File: config.mk
export PLATFORM = sky130hd
export DESIGN_NAME = mrc_handler
export DESIGN_NICKNAME = d
export VERILOG_FILES = /design/src/include/mrc_pkg.sv /design/src/logic/mrc_crc.sv /design/src/logic/mrc_handler.sv
export SDC_FILE = /design/constraint.sdc
export NUM_CORES = 1
export LEC_CHECK = 0
export BUFFER_PORTS_ARGS = -buffer_cell sky130_fd_sc_hd__buf_2
export CORE_MARGIN = 4
export CORE_UTILIZATION = 32
export CTS_BUF_LIST = sky130_fd_sc_hd__clkbuf_4 sky130_fd_sc_hd__clkbuf_8
export DETAILED_ROUTE_END_ITERATION = 8
export GPL_TIMING_DRIVEN = 0
export SLEW_MARGIN = 30
export SYNTH_ARGS = -nofsm -noshare
export SYNTH_HDL_FRONTEND = slang
export SYNTH_SLANG_ARGS = --single-unit
File: constraint.sdc
create_clock -name sys_clk -period 6.15 [get_ports sys_clk]
set_clock_uncertainty 0.15 [all_clocks]
set_input_delay 0.615 -clock sys_clk [delete_from_list [all_inputs] [get_ports sys_clk]]
set_output_delay 0.615 -clock sys_clk [all_outputs]
set_load 0.01 [all_outputs]
File: src/include/mrc_pkg.sv
// shared constants and types of the request handler
package mrc_pkg;
    localparam logic [15:0] CRC_POLY = 16'ha001;
    localparam logic [15:0] CRC_PRESET = 16'hffff;
    localparam logic [7:0] FC_RD_HOLD = 8'h03;
    localparam logic [7:0] FC_RD_INPUT = 8'h04;
    localparam logic [7:0] FC_EXEC = 8'h05;
    localparam logic [7:0] FC_STORE_ONE = 8'h06;
    localparam logic [7:0] FC_STORE_MANY = 8'h10;
    localparam logic [7:0] EXC_FLAG = 8'h80;
    localparam logic [7:0] EXC_BAD_FUNC = 8'h01;
    localparam logic [7:0] EXC_BAD_VALUE = 8'h03;
    localparam logic [7:0] ADDR_BCAST = 8'h00;
    localparam logic [6:0] MAX_REGS = 7'h7d;
    localparam logic [3:0] READ_REQ_LEN = 4'h8;
    localparam logic [3:0] MIN_PKT_LEN = 4'h4;
    localparam logic [3:0] HDR_BYTES = 4'h6;
    localparam logic [15:0] SETTING_BASE = 16'h4000;

    typedef struct packed {
        logic [15:0] addr;
        logic setting;
    } mrc_rd_req_t;

    typedef enum {
        S_IDLE, S_ADDR, S_FUNC, S_BCNT, S_FETCH, S_WAIT,
        S_DHI, S_DLO, S_ERR, S_CRCL, S_CRCH
    } mrc_state_t;
endpackage

File: src/logic/mrc_crc.sv
// byte-wide reflected crc-16 accumulator
module mrc_crc (
    // clock and reset
    input wire logic sys_clk,
    input wire logic reset_n,
    // byte stream
    input wire logic init,
    input wire logic en,
    input wire logic [7:0] din,
    // running remainder
    output logic [15:0] crc_q
);
    function automatic logic [15:0] crc_byte(input logic [15:0] a,
                                             input logic [7:0] d);
        logic [15:0] w;
        w = a ^ {8'h00, d};
        for (int j = 0; j < 8; j++) begin
            // shift first, then fold in the polynomial on a carry
            w = w[0] ? ((w >> 1) ^ mrc_pkg::CRC_POLY) : (w >> 1);
        end
        return w;
    endfunction

    always_ff @(posedge sys_clk or negedge reset_n) begin
        if (!reset_n) begin
            crc_q <= mrc_pkg::CRC_PRESET;
        end else if (en) begin
            // init with en folds the first byte onto a fresh preset
            crc_q <= crc_byte(init ? mrc_pkg::CRC_PRESET : crc_q, din);
        end else if (init) begin
            crc_q <= mrc_pkg::CRC_PRESET;
        end
    end
endmodule

File: src/logic/mrc_handler.sv
// slave request checker and register-read responder
//
// Contract
// - checksum covers payload data bytes only, framing bits excluded.
// - reflected crc-16 polynomial a001 hex drives the shift feedback.
// - sixteen-bit accumulator preset to ffff before the first byte.
// - xor byte into low half, eight right shifts, fold poly on carry.
// - final accumulator is the checksum, appended after last payload byte.
// - packet good only when checksum over all bytes leaves zero.
// - only function codes 03, 04, 05, 06 and 10 hex accepted.
// - codes 03 and 04 behave identically as register reads.
// - each sixteen-bit register value sent high byte first.
// - register count one to 125 per read request.
// - response: address, function echo, byte count, data ascending, crc.
// - data kind chosen from start address only, not function code; code flags each register by its own address.
// - bad checksum: packet neither acted on nor answered.
// - foreign address ignored; address zero broadcast only for 05; code answers any non-zero address when any_addr is set.
// - rejection echoes function with top bit set, error code, crc.
// - packet ends after 3.5 idle characters; no such gap inside.
module mrc_handler #(
    parameter logic [15:0] SETTING_BASE = mrc_pkg::SETTING_BASE
) (
    // clock and reset
    input wire logic sys_clk,
    input wire logic reset_n,
    // received payload bytes and end-of-packet pulse
    input wire logic rx_valid,
    input wire logic [7:0] rx_data,
    input wire logic rx_end,
    // configuration
    input wire logic [7:0] slave_addr,
    input wire logic any_addr,
    // register read port
    output logic rd_req_q,
    output mrc_pkg::mrc_rd_req_t rd_info_q,
    input wire logic rd_ack,
    input wire logic [15:0] rd_data,
    // accepted write and execute requests
    output logic op_req_q,
    output logic [7:0] op_func_q,
    // response byte stream
    output logic tx_valid_q,
    output logic [7:0] tx_data_q,
    input wire logic tx_ready
);
    // a zero base would flag every address as a setting
    if (SETTING_BASE == 16'h0000) begin : g_bad_base
        $error("setting base of zero leaves no actual values");
    end

    ////////////////////////////////////////////////////////////////////////
    mrc_pkg::mrc_state_t state_q;
    logic [3:0] len_q;
    logic [7:0] hdr_q [6];
    logic [15:0] rx_crc, tx_crc, raddr_q, data_q, start, count;
    logic [6:0] cnt_q, left_q;
    logic [7:0] fc_q, exc_q, echo_q, push_byte;
    logic ex_q, push, in_ready_q, skid_v_q, take;
    logic [7:0] skid_q;
    logic frame_ok, addr_hit, bcast, is_read, supported, end_idle;

    // half-duplex: bytes arriving while answering are dropped
    assign take = rx_valid && state_q == mrc_pkg::S_IDLE;
    assign end_idle = rx_end && state_q == mrc_pkg::S_IDLE;

    mrc_crc u_rx_crc (
        .sys_clk(sys_clk),
        .reset_n(reset_n),
        .init(len_q == 4'h0),
        .en(take),
        .din(rx_data),
        .crc_q(rx_crc)
    );

    always_ff @(posedge sys_clk or negedge reset_n) begin
        if (!reset_n) begin
            len_q <= 4'h0;
        end else if (end_idle) begin
            len_q <= 4'h0;
        end else if (take && len_q != 4'hf) begin
            len_q <= len_q + 4'h1;
        end
    end

    for (genvar g = 0; g < 6; g++) begin : g_hdr
        always_ff @(posedge sys_clk or negedge reset_n) begin
            if (!reset_n) begin
                hdr_q[g] <= 8'h00;
            end else if (take && len_q == 4'(g)) begin
                hdr_q[g] <= rx_data;
            end
        end
    end

    ////////////////////////////////////////////////////////////////////////
    assign frame_ok = rx_crc == 16'h0000 && len_q >= mrc_pkg::MIN_PKT_LEN;
    assign bcast = hdr_q[0] == mrc_pkg::ADDR_BCAST;
    assign addr_hit = !bcast && (any_addr || hdr_q[0] == slave_addr);
    assign is_read = hdr_q[1] == mrc_pkg::FC_RD_HOLD
        || hdr_q[1] == mrc_pkg::FC_RD_INPUT;
    assign supported = is_read || hdr_q[1] == mrc_pkg::FC_EXEC
        || hdr_q[1] == mrc_pkg::FC_STORE_ONE
        || hdr_q[1] == mrc_pkg::FC_STORE_MANY;
    assign start = {hdr_q[2], hdr_q[3]};
    assign count = {hdr_q[4], hdr_q[5]};

    always_comb begin
        push_byte = 8'h00;
        case (state_q)
            mrc_pkg::S_ADDR: push_byte = echo_q;
            mrc_pkg::S_FUNC: push_byte = ex_q ? (fc_q | mrc_pkg::EXC_FLAG) : fc_q;
            mrc_pkg::S_BCNT: push_byte = {cnt_q, 1'b0};
            mrc_pkg::S_DHI: push_byte = data_q[15:8];
            mrc_pkg::S_DLO: push_byte = data_q[7:0];
            mrc_pkg::S_ERR: push_byte = exc_q;
            mrc_pkg::S_CRCL: push_byte = tx_crc[7:0];
            mrc_pkg::S_CRCH: push_byte = tx_crc[15:8];
            default: push_byte = 8'h00;
        endcase
    end

    always_comb begin
        case (state_q)
            mrc_pkg::S_IDLE, mrc_pkg::S_FETCH, mrc_pkg::S_WAIT: push = 1'b0;
            default: push = in_ready_q;
        endcase
    end

    mrc_crc u_tx_crc (
        .sys_clk(sys_clk),
        .reset_n(reset_n),
        .init(state_q == mrc_pkg::S_ADDR),
        .en(push && state_q != mrc_pkg::S_CRCL
            && state_q != mrc_pkg::S_CRCH),
        .din(push_byte),
        .crc_q(tx_crc)
    );

    ////////////////////////////////////////////////////////////////////////
    always_ff @(posedge sys_clk or negedge reset_n) begin
        if (!reset_n) begin
            state_q <= mrc_pkg::S_IDLE;
            fc_q <= 8'h00;
            echo_q <= 8'h00;
            exc_q <= 8'h00;
            ex_q <= 1'b0;
            cnt_q <= 7'h00;
            left_q <= 7'h00;
            raddr_q <= 16'h0000;
            data_q <= 16'h0000;
        end else begin
            case (state_q)
                mrc_pkg::S_IDLE: begin
                    fc_q <= hdr_q[1];
                    echo_q <= hdr_q[0];
                    if (end_idle && frame_ok && addr_hit) begin
                        if (!supported) begin
                            ex_q <= 1'b1;
                            exc_q <= mrc_pkg::EXC_BAD_FUNC;
                            state_q <= mrc_pkg::S_ADDR;
                        end else if (is_read) begin
                            ex_q <= 1'b0;
                            if (len_q != mrc_pkg::READ_REQ_LEN
                                || count == 16'h0000
                                || count > 16'(mrc_pkg::MAX_REGS)) begin
                                ex_q <= 1'b1;
                                exc_q <= mrc_pkg::EXC_BAD_VALUE;
                            end
                            cnt_q <= count[6:0];
                            left_q <= count[6:0];
                            raddr_q <= start;
                            state_q <= mrc_pkg::S_ADDR;
                        end
                    end
                end
                mrc_pkg::S_ADDR: if (push) begin
                    state_q <= mrc_pkg::S_FUNC;
                end
                mrc_pkg::S_FUNC: if (push) begin
                    state_q <= ex_q ? mrc_pkg::S_ERR : mrc_pkg::S_BCNT;
                end
                mrc_pkg::S_BCNT: if (push) begin
                    state_q <= mrc_pkg::S_FETCH;
                end
                mrc_pkg::S_FETCH: state_q <= mrc_pkg::S_WAIT;
                mrc_pkg::S_WAIT: if (rd_ack) begin
                    data_q <= rd_data;
                    state_q <= mrc_pkg::S_DHI;
                end
                mrc_pkg::S_DHI: if (push) begin
                    state_q <= mrc_pkg::S_DLO;
                end
                mrc_pkg::S_DLO: if (push) begin
                    left_q <= left_q - 7'h01;
                    raddr_q <= raddr_q + 16'h0001;
                    state_q <= left_q == 7'h01 ? mrc_pkg::S_CRCL
                                               : mrc_pkg::S_FETCH;
                end
                mrc_pkg::S_ERR: if (push) begin
                    state_q <= mrc_pkg::S_CRCL;
                end
                mrc_pkg::S_CRCL: if (push) begin
                    state_q <= mrc_pkg::S_CRCH;
                end
                mrc_pkg::S_CRCH: if (push) begin
                    state_q <= mrc_pkg::S_IDLE;
                end
                default: state_q <= mrc_pkg::S_IDLE;
            endcase
        end
    end

    always_ff @(posedge sys_clk or negedge reset_n) begin
        if (!reset_n) begin
            rd_req_q <= 1'b0;
            rd_info_q <= '0;
        end else begin
            rd_req_q <= state_q == mrc_pkg::S_FETCH;
            if (state_q == mrc_pkg::S_FETCH) begin
                rd_info_q.addr <= raddr_q;
                // kind follows the address; 03 and 04 are not told apart
                rd_info_q.setting <= raddr_q >= SETTING_BASE;
            end
        end
    end

    // writes and operations are executed elsewhere and answered there
    always_ff @(posedge sys_clk or negedge reset_n) begin
        if (!reset_n) begin
            op_req_q <= 1'b0;
            op_func_q <= 8'h00;
        end else begin
            op_req_q <= end_idle && frame_ok && supported && !is_read
                && (addr_hit || (bcast && hdr_q[1] == mrc_pkg::FC_EXEC));
            if (end_idle) begin
                op_func_q <= hdr_q[1];
            end
        end
    end

    ////////////////////////////////////////////////////////////////////////
    // two-entry skid: output register plus one spare, ready is registered
    always_ff @(posedge sys_clk or negedge reset_n) begin
        if (!reset_n) begin
            tx_valid_q <= 1'b0;
            tx_data_q <= 8'h00;
            skid_v_q <= 1'b0;
            skid_q <= 8'h00;
            in_ready_q <= 1'b1;
        end else begin
            if (!tx_valid_q || tx_ready) begin
                if (skid_v_q) begin
                    tx_data_q <= skid_q;
                    skid_v_q <= 1'b0;
                    in_ready_q <= 1'b1;
                end else begin
                    tx_valid_q <= push;
                    tx_data_q <= push_byte;
                end
            end else if (push) begin
                skid_q <= push_byte;
                skid_v_q <= 1'b1;
                in_ready_q <= 1'b0;
            end
        end
    end
endmodule
== Word level (Yosys, flattened, before mapping) ==
Index checks and enable logic that the tools add are counted.

* Flip-flop bits (word level): 233
* Input bits: 39
* Output and inout bits: 36
* Word-level logic and storage cells: 210

* Add/sub/neg operators: 3
* Order comparisons: 3
* Equal/unequal tests: 44
* Multiplexer cells: 62
* Bitwise operators: 20
* Reduce and logical (&&, ||, !) cells: 50

{| class="wikitable"
|+ Operators by type and width
! kind !! number
|-
| 16-bit 2-to-1 mux || 24
|-
| 32-bit 2-to-1 mux || 12
|-
| 32-bit case mux with 11 select lines || 1
|-
| 32-bit by 3-bit equality test with 1-bit output (second input constant) || 4
|-
| 32-bit by 4-bit equality test with 1-bit output (second input constant) || 4
|-
| 32-bit by 2-bit equality test with 1-bit output (second input constant) || 3
|-
| 32-bit logical NOT || 2
|-
| 32-bit by 5-bit inequality test with 1-bit output (second input constant) || 2
|-
| 8-bit case mux with 8 select lines || 1
|-
| 2-bit inverter with 3-bit output || 16
|-
| 8-bit 2-to-1 mux || 5
|-
| 32-bit by 1-bit equality test with 1-bit output (second input constant) || 1
|-
| 16-bit logical NOT || 2
|-
| 16-bit case mux with 2 select lines || 1
|-
| 16-bit by 8-bit bitwise XOR with 16-bit output || 2
|-
| 7-bit 2-to-1 mux || 4
|-
| 2-bit inequality test (second input constant) || 14
|-
| 8-bit by 3-bit equality test with 1-bit output (second input constant) || 3
|-
| 1-bit logical AND || 19
|-
| 16-bit by 1-bit adder with 16-bit output (second input constant) || 1
|-
| 16-bit by 15-bit greater-or-equal comparator with 1-bit output (second input constant) || 1
|-
| 16-bit by 7-bit > comparator with 1-bit output (second input constant) || 1
|-
| 4-bit 2-to-1 mux || 4
|-
| 7-bit case mux with 2 select lines || 1
|-
| 26 further kinds || 54
|}

== Longest topological paths before layout ==
Gate-level depths: netlist of the first run.

* Word-level depth: 20
* Gate-level depth with buffers: 11
* Depth with buffers taken out: 10

== By module ==
A second synthesis of the first run with hierarchy kept.

* Cells, all modules: 987
* Area total of the unflattened synthesis: 10,375.0 µm²

{| class="wikitable"
|+ Modules (own cells, without submodules)
! module !! times used !! cells each !! area an instance (µm²)
|-
| mrc_handler || 1 || 759 || 8,252.9
|-
| mrc_crc || 2 || 114 || 1,061.0
|}

== Least setup slack after synthesis of the first run ==
Ideal clock, no wire load.

* Kind: register -> register
* Start point: register state_q[1]
* End point: register u_tx_crc.crc_q[0]
* Arrival time: 2,582 ps
* Required time: 5,923 ps
* Path slack: 3,340 ps
* Stages on the path, launching flop included: 8
* Period minus slack after synthesis: 2,810 ps
* Cells stage by stage: dfrtp_1 > mux2_2 > a32o_1 > or3_1 > o311ai_2 > xnor3_2 > xnor3_1 > o21a_1

* Word-level cells in the longest chain between the ends: 13

{| class="wikitable"
|+ Ends and longest elaborated chain
! what !! RTL line !! text
|-
| start: declaration || mrc_handler.sv:52 || <nowiki>mrc_pkg::mrc_state_t state_q;</nowiki>
|-
| start signal: assignment || mrc_handler.sv:142 || <nowiki>state_q <= mrc_pkg::S_IDLE;</nowiki>
|-
| start signal: assignment || mrc_handler.sv:160 || <nowiki>state_q <= mrc_pkg::S_ADDR;</nowiki>
|-
| start signal: assignment || mrc_handler.sv:172 || <nowiki>state_q <= mrc_pkg::S_ADDR;</nowiki>
|-
| 32-bit by 4-bit equality test with 1-bit output (tied with other cells) || mrc_handler.sv:109 || <nowiki>case (state_q)</nowiki>
|-
| 8-bit case mux with 8 select lines / 16-bit 2-to-1 mux (equally long branches) || mrc_handler.sv:109, mrc_crc.sv:29 ||
|-
| 16-bit by 8-bit bitwise XOR with 16-bit output || mrc_crc.sv:16 || <nowiki>w = a ^ {8'h00, d};</nowiki>
|-
| 16-bit 2-to-1 mux / 2-bit inverter with 3-bit output (equally long branches) (6 in series) || -- ||
|-
| 2-bit inverter with 3-bit output (no source line) / 16-bit 2-to-1 mux (equally long branches) || -- ||
|-
| 16-bit 2-to-1 mux / 2-bit inverter with 3-bit output (equally long branches) || -- ||
|-
| 16-bit 2-to-1 mux || mrc_crc.sv:19 || <nowiki>w = w[0] ? ((w >> 1) ^ mrc_pkg::CRC_POLY) : (w >> 1);</nowiki>
|-
| 16-bit 2-to-1 mux (*) || mrc_crc.sv:27 || <nowiki>end else if (en) begin</nowiki>
|-
| end signal: assignment || mrc_crc.sv:26 || <nowiki>crc_q <= mrc_pkg::CRC_PRESET;</nowiki>
|-
| end signal: assignment || mrc_crc.sv:29 || <nowiki>crc_q <= crc_byte(init ? mrc_pkg::CRC_PRESET : crc_q, din);</nowiki>
|-
| end signal: assignment || mrc_crc.sv:31 || <nowiki>crc_q <= mrc_pkg::CRC_PRESET;</nowiki>
|-
| end: declaration || mrc_crc.sv:11 || <nowiki>output logic [15:0] crc_q</nowiki>
|}

Mark *: on every way between the ends. The rest lies on a longest branch, timed or not.
A chain may end at the register's enable or synchronous reset.

== Worst setup path after layout of the first run ==
* Start point: register state_q[0]
* End point: register raddr_q[9]

* Word-level cells in the longest chain between the ends: 6

{| class="wikitable"
|+ Ends and longest elaborated chain
! what !! RTL line !! text
|-
| parallel branches: the longest is 6 deep, another holds 32-bit by 3-bit equality test with 1-bit output || -- ||
|-
| end signal: assignment || mrc_handler.sv:171 || <nowiki>raddr_q <= start;</nowiki>
|-
| end signal: assignment || mrc_handler.sv:195 || <nowiki>raddr_q <= raddr_q + 16'h0001;</nowiki>
|-
| end: declaration || mrc_handler.sv:55 || <nowiki>logic [15:0] rx_crc, tx_crc, raddr_q, data_q, start, count;</nowiki>
|}

Several ways; the timed one is not identified.

==> summary.txt, run 1 <==
Clocking
  – Reg clk slew, reported paths: roughly 120 ps
  – CTS tree: yes
  – Sinks on the clock net: 199
  – Maximum clock path buffer count: 2
  – Cells resized by post-CTS repair: 0
  – Clock root cell: clkbuf_8
  – H-tree depth: 4
  – Clock Latency Late Sink: 500 ps
  – Total CTS buffers: 17

Routing
  – Drt first-iter violations: 537
  – Vias per inst: 5.221
  – Final wirelength: 26.77 mm
  – Post-route ant nets: 0
  – Drt first pass iters: 5
  – DRC Markers: 0
  – Via count: 7576
  – Drt wl/cell: 18.45 µm

Timing
  – Final setup vio count: 0
  – Fin crit period: 4049 ps
  – Max-slew headroom: 44.51%
  – Hold Violations, Final: 0
  – Slew @ Worst Pin: 827.8 ps
  – Setup TNS: 0 ps
  – Fin. max-slew vios: 0
  – RSZ-0062 raised after global routing: false
  – Final Cycle Share: between 60% and 70%
  – Fmax: 247.0 MHz

Logic synthesis
  – Post-synthesis sequential area ratio: 49.44%
  – Synthesized area: 10160 µm²
  – Dominant synthesized flop cell: dfrtp_1
  – Area leader, netlist: dfrtp_1
  – FF+latch count, synth: 199
  – Mapped Cells: 953
  – Avg Cell Area, Syn: 10.66 µm²
  – Synth warn: 0
  – Ranking of synthesized cells by area: dfrtp_1 (41%), mux2_2 (13%), dfstp_2 (8.5%)
  – Yosys top cell area share: 40.90%
  – Async SR Flop Fraction: 100.0%
  – Syn_nets: 999
  – Distinct cells, synth: 75
  – Post-synth EDFFs: 0

Setup path
  – Crit path depth: 9
  – Crit path from: state_q[0]$_DFFE_PN0P_
  – Critical Path Sink: raddr_q[9]$_DFFE_PN0P_
  – Largest stage delay, worst path: 580 ps
  – R2r setup slk: 2100 ps
  – Reg2reg start: state_q[0]$_DFFE_PN0P_
  – FF-to-FF path depth: 9
  – CP delay by family, top: simple AND/OR/NAND/NOR gates
  – FF-to-FF End: raddr_q[9]$_DFFE_PN0P_
  – Worst-path fanout max: 10
  – Crit path launch type: register
  – WP data required: 6360 ps
  – Crit end category: register
  – Setup CP Type: register to register
  – CP cell instances: buf_6, nor4_1, nand2_1, nor4_2, nand4_1, nand2_1, buf_2, buf_1, a21oi_1
  – Most used cell, CP: nand2_1
  – Number of buffers and inverters on the critical path: 3
  – Slowest-stage cell, CP: nor4_1
  – Crit path DAT: 4260 ps

Floorplanning
  – Starting Density: 32.86%
  – Die ar.: ~35000 µm²
  – Die W: 186.2 µm
  – Core area: 30910 µm²
  – Top-level port count: 75
  – Die H: 186.2 µm
  – Core Rows: 64

GRT
  – Largest net degree at the start of global routing: 89
  – Initial antenna violation count: 0
  – Total Routing Usage GR: 15.78%
  – Gr ovfl total: 0
  – First-pass GRT wire length: about 43 mm
  – Vias in the first global route: 7518

Power
  – Lkg Pwr: 5.066 nW
  – Pwr Density: 274.9 nW/µm²
  – Max VDD drop: between 0.15 and 0.2 mV

Status
  – Status: finished, final reports clean

Cells and area
  – Area Growth Syn to Fin: 12.64%
  – Share of layout cells above drive strength 1: between 20% and 30%
  – Final nets: 1088
  – Antenna diode count: 0
  – Final core occ: 37.01%
  – Post-route cell area: 11440 µm²
  – Post-route insts no fill: 1451
  – Most common cell after layout, fill and taps aside: dfrtp_1
  – Most frequent cells in the layout: dfrtp_1 (166), mux2_2 (116), nand2_1 (85), a21oi_1 (79), nor2_1 (72)

Placement
  – Area after DPL: 11050 µm²
  – GP Congestion: 0.9017
  – Placed cells: ~1.4k
  – Dpl hpwl: 19.43 mm
  – PortBufs: 67

Min path
  – Worst hold path class: input pin to register

Flow run
  – Maxcap violations: 0
## synthesized netlist by cell type, types with 3 or more instances
library cell and number:
mux2i_1 12, o22ai_1 10, and3_1 10, xnor3_1 4, nor2b_1 6, buf_6 7
o31ai_1 4, or3_1 5, dfrtp_1 166, a211oi_1 3, clkbuf_1 37, xnor2_1 38
inv_1 12, dfstp_2 33, a22o_1 4, nor4_1 9, a22oi_1 3, nor3b_1 3
buf_2 5, o22a_1 3, buf_1 5, o21ai_0 53, or4_1 3, nor3_1 11
mux2_2 116, ha_1 7, nor2_1 72, nand2_1 85, a21oi_1 79, nand4_1 3
nor4b_1 4, nand3b_1 12, a31oi_1 8, xor2_1 20, o21a_1 4, and2_1 6
nand2b_1 10, nand3_1 35
## timing repair
item                      in CTS  in global routing
hold buffers                   1                  0
buffers inserted               0                  0
hold endpoints to repair      48                  0
## where the power goes
| part | switching, W | leakage (nW) | internal (W) |
|---|---|---|---|
| sequential | 0.000177 | 2.50 | 0.00153 |
| combinational | 0.000294 | 2.37 | 0.000314 |
| clock | 0.000510 | 0.195 | 0.000320 |
## state kept, by name, indices dropped and copies added (netlist names), 4 cells and up
| register | count |
|---|---|
| data_q | 16 |
| cnt_q | 7 |
| op_func_q | 8 |
| echo_q | 8 |
| hdr_q | 32 |
| u_tx_crc.crc_q | 16 |
| u_rx_crc.crc_q | 16 |
| raddr_q | 16 |
| tx_data_q | 8 |
| skid_q | 8 |
| left_q | 7 |
| state_q | 4 |
| count | 16 |
| rd_info_q | 17 |
| len_q | 4 |
| fc_q | 8 |
## layer usage
| metal | up-vias | part of all wire [%] | global-route usage (%) |
|---|---|---|---|
| li1 | 3574 | - | - |
| met2 | 187 | 48 | 25.43 |
| met1 | 3792 | 46 | 22.17 |
| met5 | - | 0 | 0 |
| met3 | 23 | 4.8 | 2.995 |
| met4 | 0 | 1.5 | 3.702 |
## worst min path at each step
stage / startpoint / end / depth (start not counted)
4_1_cts: rd_data[14] / data_q[14]$_DFFE_PN0P_ / 2
5_1_grt: rd_data[14] / data_q[14]$_DFFE_PN0P_ / 2
6_report: rd_data[14] / data_q[14]$_DFFE_PN0P_ / 2
3_3_place_gp: exc_q[0]$_DFFE_PN0P_ / exc_q[0]$_DFFE_PN0P_ / 1
2_1_floorplan: reset_n / cnt_q[0]$_DFFE_PN0P_ / 0
3_5_place_dp: exc_q[0]$_DFFE_PN0P_ / exc_q[0]$_DFFE_PN0P_ / 1
## worst register-to-register path, stage by stage (launching register included)
cell and delay, ps:
dfrtp_1 400, buf_6 140, nor4_1 580, nand2_1 420
nor4_2 510, nand4_1 510, nand2_1 330, buf_2 280
buf_1 440, a21oi_1 130
## per-stage QoR
step | power (W) | setup slack (ps) | hold WS, ps
6_report | 0.003145 | 2101 | 180.7
3_5_place_dp | 0.002341 | 2192 | 314.6
2_1_floorplan | 0.002105 | 3341 | 169.4
4_1_cts | 0.003178 | 2158 | 150.3
3_3_place_gp | 0.002318 | 857.3 | 306.0
5_1_grt | 0.003319 | 1736 | 168.7
## kinds of logic after synthesis
kind of cell             Yosys count  synth area share [%]
AND/OR/NAND/NOR                  285                 13.88
AO/OA/AOI/OAI                    198                 11.94
multiplexers                     128                 14.04
adder cells (fa/ha/maj)            7                0.8623
flip-flops                       199                 49.44
XOR/XNOR                          65                 6.443
buffers and inverters             71                 3.388
## cell type report
| class | instances | area, µm² |
|---|---|---|
| Inverter | 14 | 52.55 |
| Clock inverter | 12 | 108.9 |
| Fill cell | 3122 | 19470 |
| Clock buffer | 20 | 269.0 |
| Multi-Input combinational cell | 683 | 4791 |
| Timing Repair Buffer | 70 | 410.4 |
| Buffer | 57 | 291.5 |
| Tap cell | 396 | 495.5 |
| Sequential cell | 199 | 5021 |
Note: power is estimated with default switching activity, not from simulation.
==> inputs of run 2 (changes only) <==
--- a/config.mk
+++ b/config.mk
@@ -5,6 +5,7 @@
 export SDC_FILE = /design/constraint.sdc
 export NUM_CORES = 1
 export LEC_CHECK = 0
+export ABC_AREA = 1
 export BUFFER_PORTS_ARGS = -buffer_cell sky130_fd_sc_hd__buf_2
 export CORE_MARGIN = 4
 export CORE_UTILIZATION = 32
==> constraint.sdc (replaced) <==
create_clock -name sys_clk -period 3.9 [get_ports sys_clk]
set_clock_uncertainty 0.15 [all_clocks]
set_input_delay 0.39 -clock sys_clk [delete_from_list [all_inputs] [get_ports sys_clk]]
set_output_delay 0.39 -clock sys_clk [all_outputs]
set_load 0.01 [all_outputs]
==> summary.txt, run 2 <==
Logic synthesis
  – Synth Area in Compound Gates: 12.05% (was 11.94%)
  – Post-Synth XOR/XNOR Area: 2.757% (was 6.443%)
  – FF+latch count, synth: 199 (unchanged)
  – Avg Cell Area, Syn: 8.104 µm² (was 10.66 µm²)
  – Ranking of synthesized cells by area: dfrtp_1 (42%), nand2_1 (13%), dfstp_2 (8.8%) (was dfrtp_1 (41%), mux2_2 (13%), dfstp_2 (8.5%))
  – Portion of netlist area occupied by mux cells: 1.715% (was 14.04%)
  – Synth warn: 0 (unchanged)
  – Post-Synth Simple-Gate Area: 25.26% (was 13.88%)
  – Post-synth EDFFs: 0 (unchanged)
  – Post-Synth Adder-Cell Area: 0.8895% (was 0.8624%)
  – Count leader, synth: nand2_1 (was dfrtp_1)
  – Post-synthesis sequential area ratio: 50.99% (was 49.44%)
  – Area leader, netlist: dfrtp_1 (unchanged)
  – Distinct cells, synth: 38 (was 75)
  – Synth cell count leaders: nand2_1 (349), dfrtp_1 (166), o21ai_0 (153), inv_1 (107), nor2_1 (96) (was dfrtp_1 (166), mux2_2 (116), nand2_1 (85), a21oi_1 (79), nor2_1 (72))
  – Dominant synthesized flop cell: dfrtp_1 (unchanged)
  – Mapped Cells: 1215 (was 953)
  – Async SR Flop Fraction: 100.0% (unchanged)
  – Synthesized area: 9847 µm² (was 10160 µm²)
  – Syn_nets: 1261 (was 999)
  – Main combinational cell family by area after synthesis: simple AND/OR/NAND/NOR gates (was multiplexers)
  – Yosys top cell area share: 42.19% (was 40.90%)

Cells and area
  – Most common cell after layout, fill and taps aside: nand2_1 (was dfrtp_1)
  – Area Growth Syn to Fin: 15.02% (was 12.64%)
  – Max reg flops: 32 (unchanged)
  – Share of layout cells above drive strength 1: 15.33% (was 26.64%)
  – Biggest regs: hdr_q (32), rd_info_q (17) (unchanged)
  – Final-layout fill cell count: 3101 (was 3122)
  – Biggest register: hdr_q (unchanged)
  – Most frequent cells in the layout: nand2_1 (349), dfrtp_1 (166), o21ai_0 (153), inv_1 (107), nor2_1 (96) (was dfrtp_1 (166), mux2_2 (116), nand2_1 (85), a21oi_1 (79), nor2_1 (72))
  – Final core occ: 37.71% (was 37.01%)
  – Post-route insts no fill: 1727 (was 1451)
  – Final nets: 1370 (was 1088)
  – Antenna diode count: 0 (unchanged)

Clocking
  – H-tree depth: 4 (unchanged)
  – CTS tree: yes (unchanged)
  – Reg clk slew, reported paths: 110 ps (was 120 ps)
  – Maximum clock path buffer count: 2 (unchanged)
  – Sinks on the clock net: 199 (unchanged)
  – Total CTS buffers: 17 (unchanged)
  – Setup bufs post-CTS: 0 (unchanged)
  – Post-CTS Hold Fix Bufs: 12 (was 1)
  – Clock root cell: clkbuf_8 (unchanged)
  – Clock Latency Late Sink: 480 ps (was 500 ps)
  – Cells resized by post-CTS repair: 0 (unchanged)

Placement
  – Placed cells: 1681 (was 1418)
  – Dpl hpwl: 19.43 mm (about the same)
  – GP Congestion: 0.8895 (was 0.9017)
  – PortBufs: 74 (was 67)

Status
  – Status: finished, final reports clean (unchanged)

GRT
  – Vias in the first global route: 8083 (was 7518)
  – Initial antenna violation count: 0 (unchanged)
  – Gr ovfl total: 0 (unchanged)
  – Largest net degree at the start of global routing: 79 (was 89)
  – Total Routing Usage GR: 15.70% (was 15.78%)
  – First-pass GRT wire length: 42.68 mm (was 42.81 mm)

Timing
  – Final setup vio count: 0 (unchanged)
  – Fmax: 346.4 MHz (was 247.0 MHz)
  – RSZ-0062 raised after global routing: false (unchanged)
  – Slew @ Worst Pin: 635.7 ps (was 827.8 ps)
  – Hold Violations, Final: 0 (unchanged)
  – Fin. max-slew vios: 0 (unchanged)
  – Final Cycle Share: 74.01% (was 65.83%)
  – Max-slew headroom: 57.46% (was 44.51%)
  – Setup TNS: 0 ps (unchanged)
  – Fin crit period: 2887 ps (was 4049 ps)

Setup path
  – Crit path DAT: 3160 ps (was 4260 ps)
  – Worst-path fanout max: 10 (unchanged)
  – Crit end category: register (unchanged)
  – Crit path launch type: register (unchanged)
  – Setup CP Type: register to register (unchanged)
  – FF-to-FF path depth: 21 (was 9)
  – WP data required: 4170 ps (was 6360 ps)

Floorplanning
  – Top-level port count: 75 (unchanged)
  – Core Rows: 63 (was 64)
  – Die W: 183.4 µm (was 186.2 µm)
  – Core area: 30030 µm² (was 30910 µm²)
  – Die H: 183.4 µm (was 186.2 µm)
  – Die ar.: 33640 µm² (was 34650 µm²)
  – Starting Density: 32.79% (was 32.86%)

Routing
  – Vias per inst: 4.886 (was 5.221)
  – Final wirelength: 26.11 mm (was 26.77 mm)
  – Post-route ant nets: 0 (unchanged)
  – Drt wl/cell: 15.12 µm (was 18.45 µm)
  – Via count: 8438 (was 7576)
  – DRC Markers: 0 (unchanged)
  – Drt first-iter violations: 525 (was 537)
  – Drt first pass iters: 5 (unchanged)

Power
  – Max VDD drop: 0.2904 mV (was 0.1749 mV)
  – Pwr Density: 773.1 nW/µm² (was 274.9 nW/µm²)
  – Lkg Pwr: 5.400 nW (was 5.066 nW)

Flow run
  – Maxcap violations: 0 (unchanged)

Min path
  – Hold Path Stages: 3 (was 2)
  – Worst hold path class: input pin to register (unchanged)
==> run 2: cell types whose count changed in the layout (fill, tap and decap cells not counted), sizes merged, moves of 31 or more <==
cell   before  now
o21ai      54  153
mux2      116   15
nand3      35   77
xnor2      39    8
nor2       72  104
nand2      85  356
a21oi      80   21
inv        19  116
==> run 2: per-layer routing <==
| metal | vias up | wire length [µm] | track usage, % |
|---|---|---|---|
| met5 | - | 0 | 0 |
| met4 | 0 | 395 | 4.231 |
| met3 | 22 | 1410 | 3.087 |
| met2 | 221 | 11930 | 24.84 |
| met1 | 3993 | 12380 | 22.11 |
| li1 | 4202 | - | - |
==> run 2: critical path, cell delays in order, from the launching register on <==
cell     delay (ps)
dfrtp_1         330
buf_2           190
inv_1           100
nor2_2          400
nand3_1         210
nand2_1         180
nor2_1           90
nand2_1         190
nand2_1          90
nand2_1          80
nand2_1          70
nand2_1         100
nand2_1          60
nand2_1          80
inv_1            40
nand2_1          60
nand2_1          90
nand2_1          90
nand3_1          90
nand2_1          70
nand2_1          50
inv_1            50
==> run 2: area by class of cell <==
cell class | count | area (µm²) | share of cell area, %
inverters | 113 | 424.2 | 3.745
plain buffers | 41 | 200.2 | 1.768
repair buffers | 90 | 575.6 | 5.082
well taps | 390 | 488.0 | 4.308
flip-flops and latches | 199 | 5021 | 44.33
multi-input cells | 862 | 4207 | 37.14
clock inverters | 12 | 141.4 | 1.248
clock buffers | 20 | 269.0 | 2.375
==> run 2: path summary, 6_finish.rpt <==
| path | startpoint | slack, ps | endpoint |
|---|---|---|---|
| setup / recovery | state_q[2]$_DFFE_PN0P_ | 1010 | u_tx_crc.crc_q[0]$_DFF_PN1_ |
| hold / removal | rd_data[4] | 30 | data_q[4]$_DFFE_PN0P_ |
| setup reg to reg | state_q[2]$_DFFE_PN0P_ | 1010 | u_tx_crc.crc_q[0]$_DFF_PN1_ |
| hold reg to reg | rd_info_q[0]$_DFFE_PN0P_ | 330 | rd_info_q[0]$_DFFE_PN0P_ |
| max in group asynchronous | reset_n | 2530 | u_rx_crc.crc_q[7]$_DFF_PN1_ |
| min in group asynchronous | reset_n | 280 | rd_info_q[16]$_DFFE_PN0P_ |
==> run 2: report_power, final <==
group	total (W)	internal (W)	switching, W	leakage, nW
Combinational	0.00382	0.00133	0.00248	2.71
Sequential	0.00355	0.00300	0.000547	2.48
Clock	0.00139	0.000623	0.000766	0.203
Total	0.00876	0.00496	0.00380	5.40
==> run 2: logic make-up (layout without fill, tap and decap cells) <==
family,Yosys count,after routing
flip-flops,199,199
adder cells (fa/ha/maj),7,7
XOR/XNOR,31,31
AO/OA/AOI/OAI,220,220
multiplexers,15,15
buffers and inverters,154,276
AND/OR/NAND/NOR,589,589
==> run 2: per-stage QoR <==
stage                     total power [W]  area, µm²  setup WS [ps]  hold WS (ps)
after floorplan                  0.006197       9847           1721        -55.59
after global placement           0.007279      10710          -1155         311.7
after detailed placement         0.007386      10780           1092         211.7
after CTS                        0.008804      11310           1060        0.2015
after global routing             0.009550      11330          719.8         6.035
final                            0.008757      11330           1013         25.98
==> inputs of run 3 (changes only) <==
--- a/config.mk
+++ b/config.mk
@@ -5,7 +5,7 @@
 export SDC_FILE = /design/constraint.sdc
 export NUM_CORES = 1
 export LEC_CHECK = 0
-export ABC_AREA = 1
+export ABC_AREA = 0
 export BUFFER_PORTS_ARGS = -buffer_cell sky130_fd_sc_hd__buf_2
 export CORE_MARGIN = 4
 export CORE_UTILIZATION = 32
==> constraint.sdc (replaced) <==
create_clock -name sys_clk -period 2.5 [get_ports sys_clk]
set_clock_uncertainty 0.15 [all_clocks]
set_input_delay 0.25 -clock sys_clk [delete_from_list [all_inputs] [get_ports sys_clk]]
set_output_delay 0.25 -clock sys_clk [all_outputs]
set_load 0.01 [all_outputs]
==> summary.txt, run 3 (synthesis results as in run 1) <==
Clocking
  – Sinks on the clock net: 199 (unchanged)
  – Reg clk slew, reported paths: 120 ps (was 110 ps)
  – Total CTS buffers: 17 (unchanged)
  – CTS tree: yes (unchanged)
  – Clock Latency Late Sink: 500 ps (was 480 ps)
  – Clock root cell: clkbuf_8 (unchanged)
  – Maximum clock path buffer count: 2 (unchanged)
  – H-tree depth: 4 (unchanged)

Setup path
  – Crit path DAT: 3230 ps (was 3160 ps)
  – Crit path from: state_q[1]$_DFFE_PN0P_ (was state_q[2]$_DFFE_PN0P_)
  – Reg2reg start: state_q[1]$_DFFE_PN0P_ (was state_q[2]$_DFFE_PN0P_)
  – Crit path launch type: register (unchanged)
  – Setup CP Type: register to register (unchanged)
  – Worst-path fanout max: 5 (was 10)
  – R2r setup slk: -450 ps (was 1010 ps)
  – Crit end category: register (unchanged)
  – WP data required: 2780 ps (was 4170 ps)

Floorplanning
  – Die H: 186.2 µm (was 183.4 µm)
  – Core area: 30910 µm² (was 30030 µm²)
  – Die ar.: 34650 µm² (was 33640 µm²)
  – Starting Density: 32.86% (was 32.79%)
  – Die W: 186.2 µm (was 183.4 µm)
  – Core Rows: 64 (was 63)
  – Top-level port count: 75 (unchanged)

Power
  – Sequential power share: 52.7% (was 40.5%)
  – Pwr Density: 617.2 nW/µm² (was 773.1 nW/µm²)
  – Lkg Pwr: 5.740 nW (was 5.400 nW)
  – Pwr Total: 0.008074 W (was 0.008757 W)
  – Sw Share: 31.62% (was 43.37%)
  – Net switching power: 0.002553 W (was 0.003798 W)
  – Clock power share: 26.5% (was 15.9%)
  – Comb power frac: 20.8% (was 43.6%)
  – Int Pwr: 0.005522 W (was 0.004959 W)
  – Max VDD drop: 0.3906 mV (was 0.2904 mV)

Routing
  – DRC Markers: 0 (unchanged)
  – Via count: 8090 (was 8438)
  – Vias per inst: 5.264 (was 4.886)
  – Final wirelength: 28.60 mm (was 26.11 mm)
  – Drt wl/cell: 18.61 µm (was 15.12 µm)
  – Drt first pass iters: 5 (unchanged)
  – Drt first-iter violations: 530 (was 525)
  – Post-route ant nets: 0 (unchanged)

Timing
  – RSZ-0062 raised after global routing: true (was false)
  – Slew @ Worst Pin: 756.4 ps (was 635.7 ps)
  – Final setup vio count: 40 (was 0)
  – Hold Violations, Final: 0 (unchanged)
  – Fmax: 339.0 MHz (was 346.4 MHz)
  – Fin. max-slew vios: 0 (unchanged)
  – Max-slew headroom: 49.57% (was 57.46%)
  – Post-route setup slack: -450.3 ps (was 1013 ps)
  – Fin crit period: 2950 ps (was 2887 ps)
  – Final Cycle Share: 118.0% (was 74.01%)

Cells and area
  – Final-layout fill cell count: 2970 (was 3101)
  – Most common cell after layout, fill and taps aside: dfrtp_1 (was nand2_1)
  – Biggest regs: hdr_q (32), rd_info_q (17) (unchanged)
  – Post-route insts no fill: 1537 (was 1727)
  – Biggest register: hdr_q (unchanged)
  – Area Growth Syn to Fin: 28.82% (was 15.02%)
  – Post-route cell area: 13080 µm² (was 11330 µm²)
  – Most frequent cells in the layout: dfrtp_1 (163), mux2_2 (114), nand2_1 (80), nor2_1 (68), buf_2 (68) (was nand2_1 (349), dfrtp_1 (166), o21ai_0 (153), inv_1 (107), nor2_1 (96))
  – Final nets: 1174 (was 1370)
  – Max reg flops: 32 (unchanged)
  – Antenna diode count: 0 (unchanged)
  – Share of layout cells above drive strength 1: 40.67% (was 15.33%)

Status
  – Violated checks: setup timing
  – Status: complete, but fails checks (was finished, final reports clean)

Placement
  – GP Congestion: 0.9202 (was 0.8895)
  – Area after DPL: 11090 µm² (was 10780 µm²)
  – Placed cells: 1418 (was 1681)
  – PortBufs: 67 (was 74)
  – Place WS: -1490 ps (was 1092 ps)
  – Dpl hpwl: 19.10 mm (was 19.43 mm)

Min path
  – Min-delay src: rx_valid (was rd_data[4])
  – Worst hold path class: input pin to register (unchanged)

GRT
  – Total Routing Usage GR: 16.24% (was 15.70%)
  – First-pass GRT wire length: 44.24 mm (was 42.68 mm)
  – Gr ovfl total: 0 (unchanged)
  – Initial antenna violation count: 0 (unchanged)
  – Vias in the first global route: 7966 (was 8083)
  – Largest net degree at the start of global routing: 83 (was 79)

Flow run
  – Maxcap violations: 0 (unchanged)
run 3: layer usage:
metal  global-route usage, %  up-vias  wire length, µm
li1                        -     3740                -
met1                   23.09     4081            13240
met3                   3.034       27             1347
met5                       0        -                0
met2                   26.00      242            13700
met4                   3.614        0              316
run 3: repair_timing:
item,in CTS,in global routing
endpoints found under the hold margin,115,0
endpoints found under the setup margin,154,146
pin swaps,24,38
hold buffers,19,0
gates resized for setup,79,128
gates cloned,0,6
buffers inserted,38,35
run 3: per-stage QoR:
step / TNS (ps) / util (%) / hold WS (ps)
detailed placement: -95870 / 35.88 / 19.52
floorplan: -1190 / - / -195.6
global route: -12330 / 42.33 / 16.47
CTS: -1401 / 39.68 / 4.036
global placement: -525880 / 35.67 / 305.0
finish: -7726 / 42.33 / 11.56
run 3: cell type report:
class | instances | area, µm² | area share, %
multi-input cells | 683 | 5416 | 41.40
clock inverters | 13 | 137.6 | 1.052
well taps | 396 | 495.5 | 3.787
plain buffers | 50 | 390.4 | 2.984
repair buffers | 163 | 1300 | 9.937
inverters | 14 | 56.30 | 0.4304
clock buffers | 19 | 261.5 | 1.999
flip-flops and latches | 199 | 5025 | 38.41
run 3: final timing paths:
kind                            cells past startpoint                           end
worst max-delay path                                8  u_tx_crc.crc_q[15]$_DFF_PN1_
worst min-delay path                                4  u_rx_crc.crc_q[10]$_DFF_PN1_
worst max register to register                      8  u_tx_crc.crc_q[15]$_DFF_PN1_
worst min register to register                      2         skid_q[3]$_DFFE_PN0P_
max in group asynchronous                           4        state_q[1]$_DFFE_PN0P_
min in group asynchronous                           2      tx_data_q[6]$_DFFE_PN0N_
run 3: power groups by stage:
stage	Clock [W]	Combinational (W)	Sequential [W]
after CTS	0.00219	0.00157	0.00424
after detailed placement	0	0.00151	0.00430
final	0.00214	0.00168	0.00426
after global routing	0.00232	0.00186	0.00432
after global placement	0	0.00146	0.00428
after floorplan	0	0.00107	0.00411
run 3: worst max-delay path: stages, from the launching register on:
cell and delay [ps]:
dfrtp_2 480, buf_4 160, mux2_4 310, a32o_2 270, or3_4 380, o311ai_4 290
xnor3_2 320, xnor3_1 390, a21oi_2 140
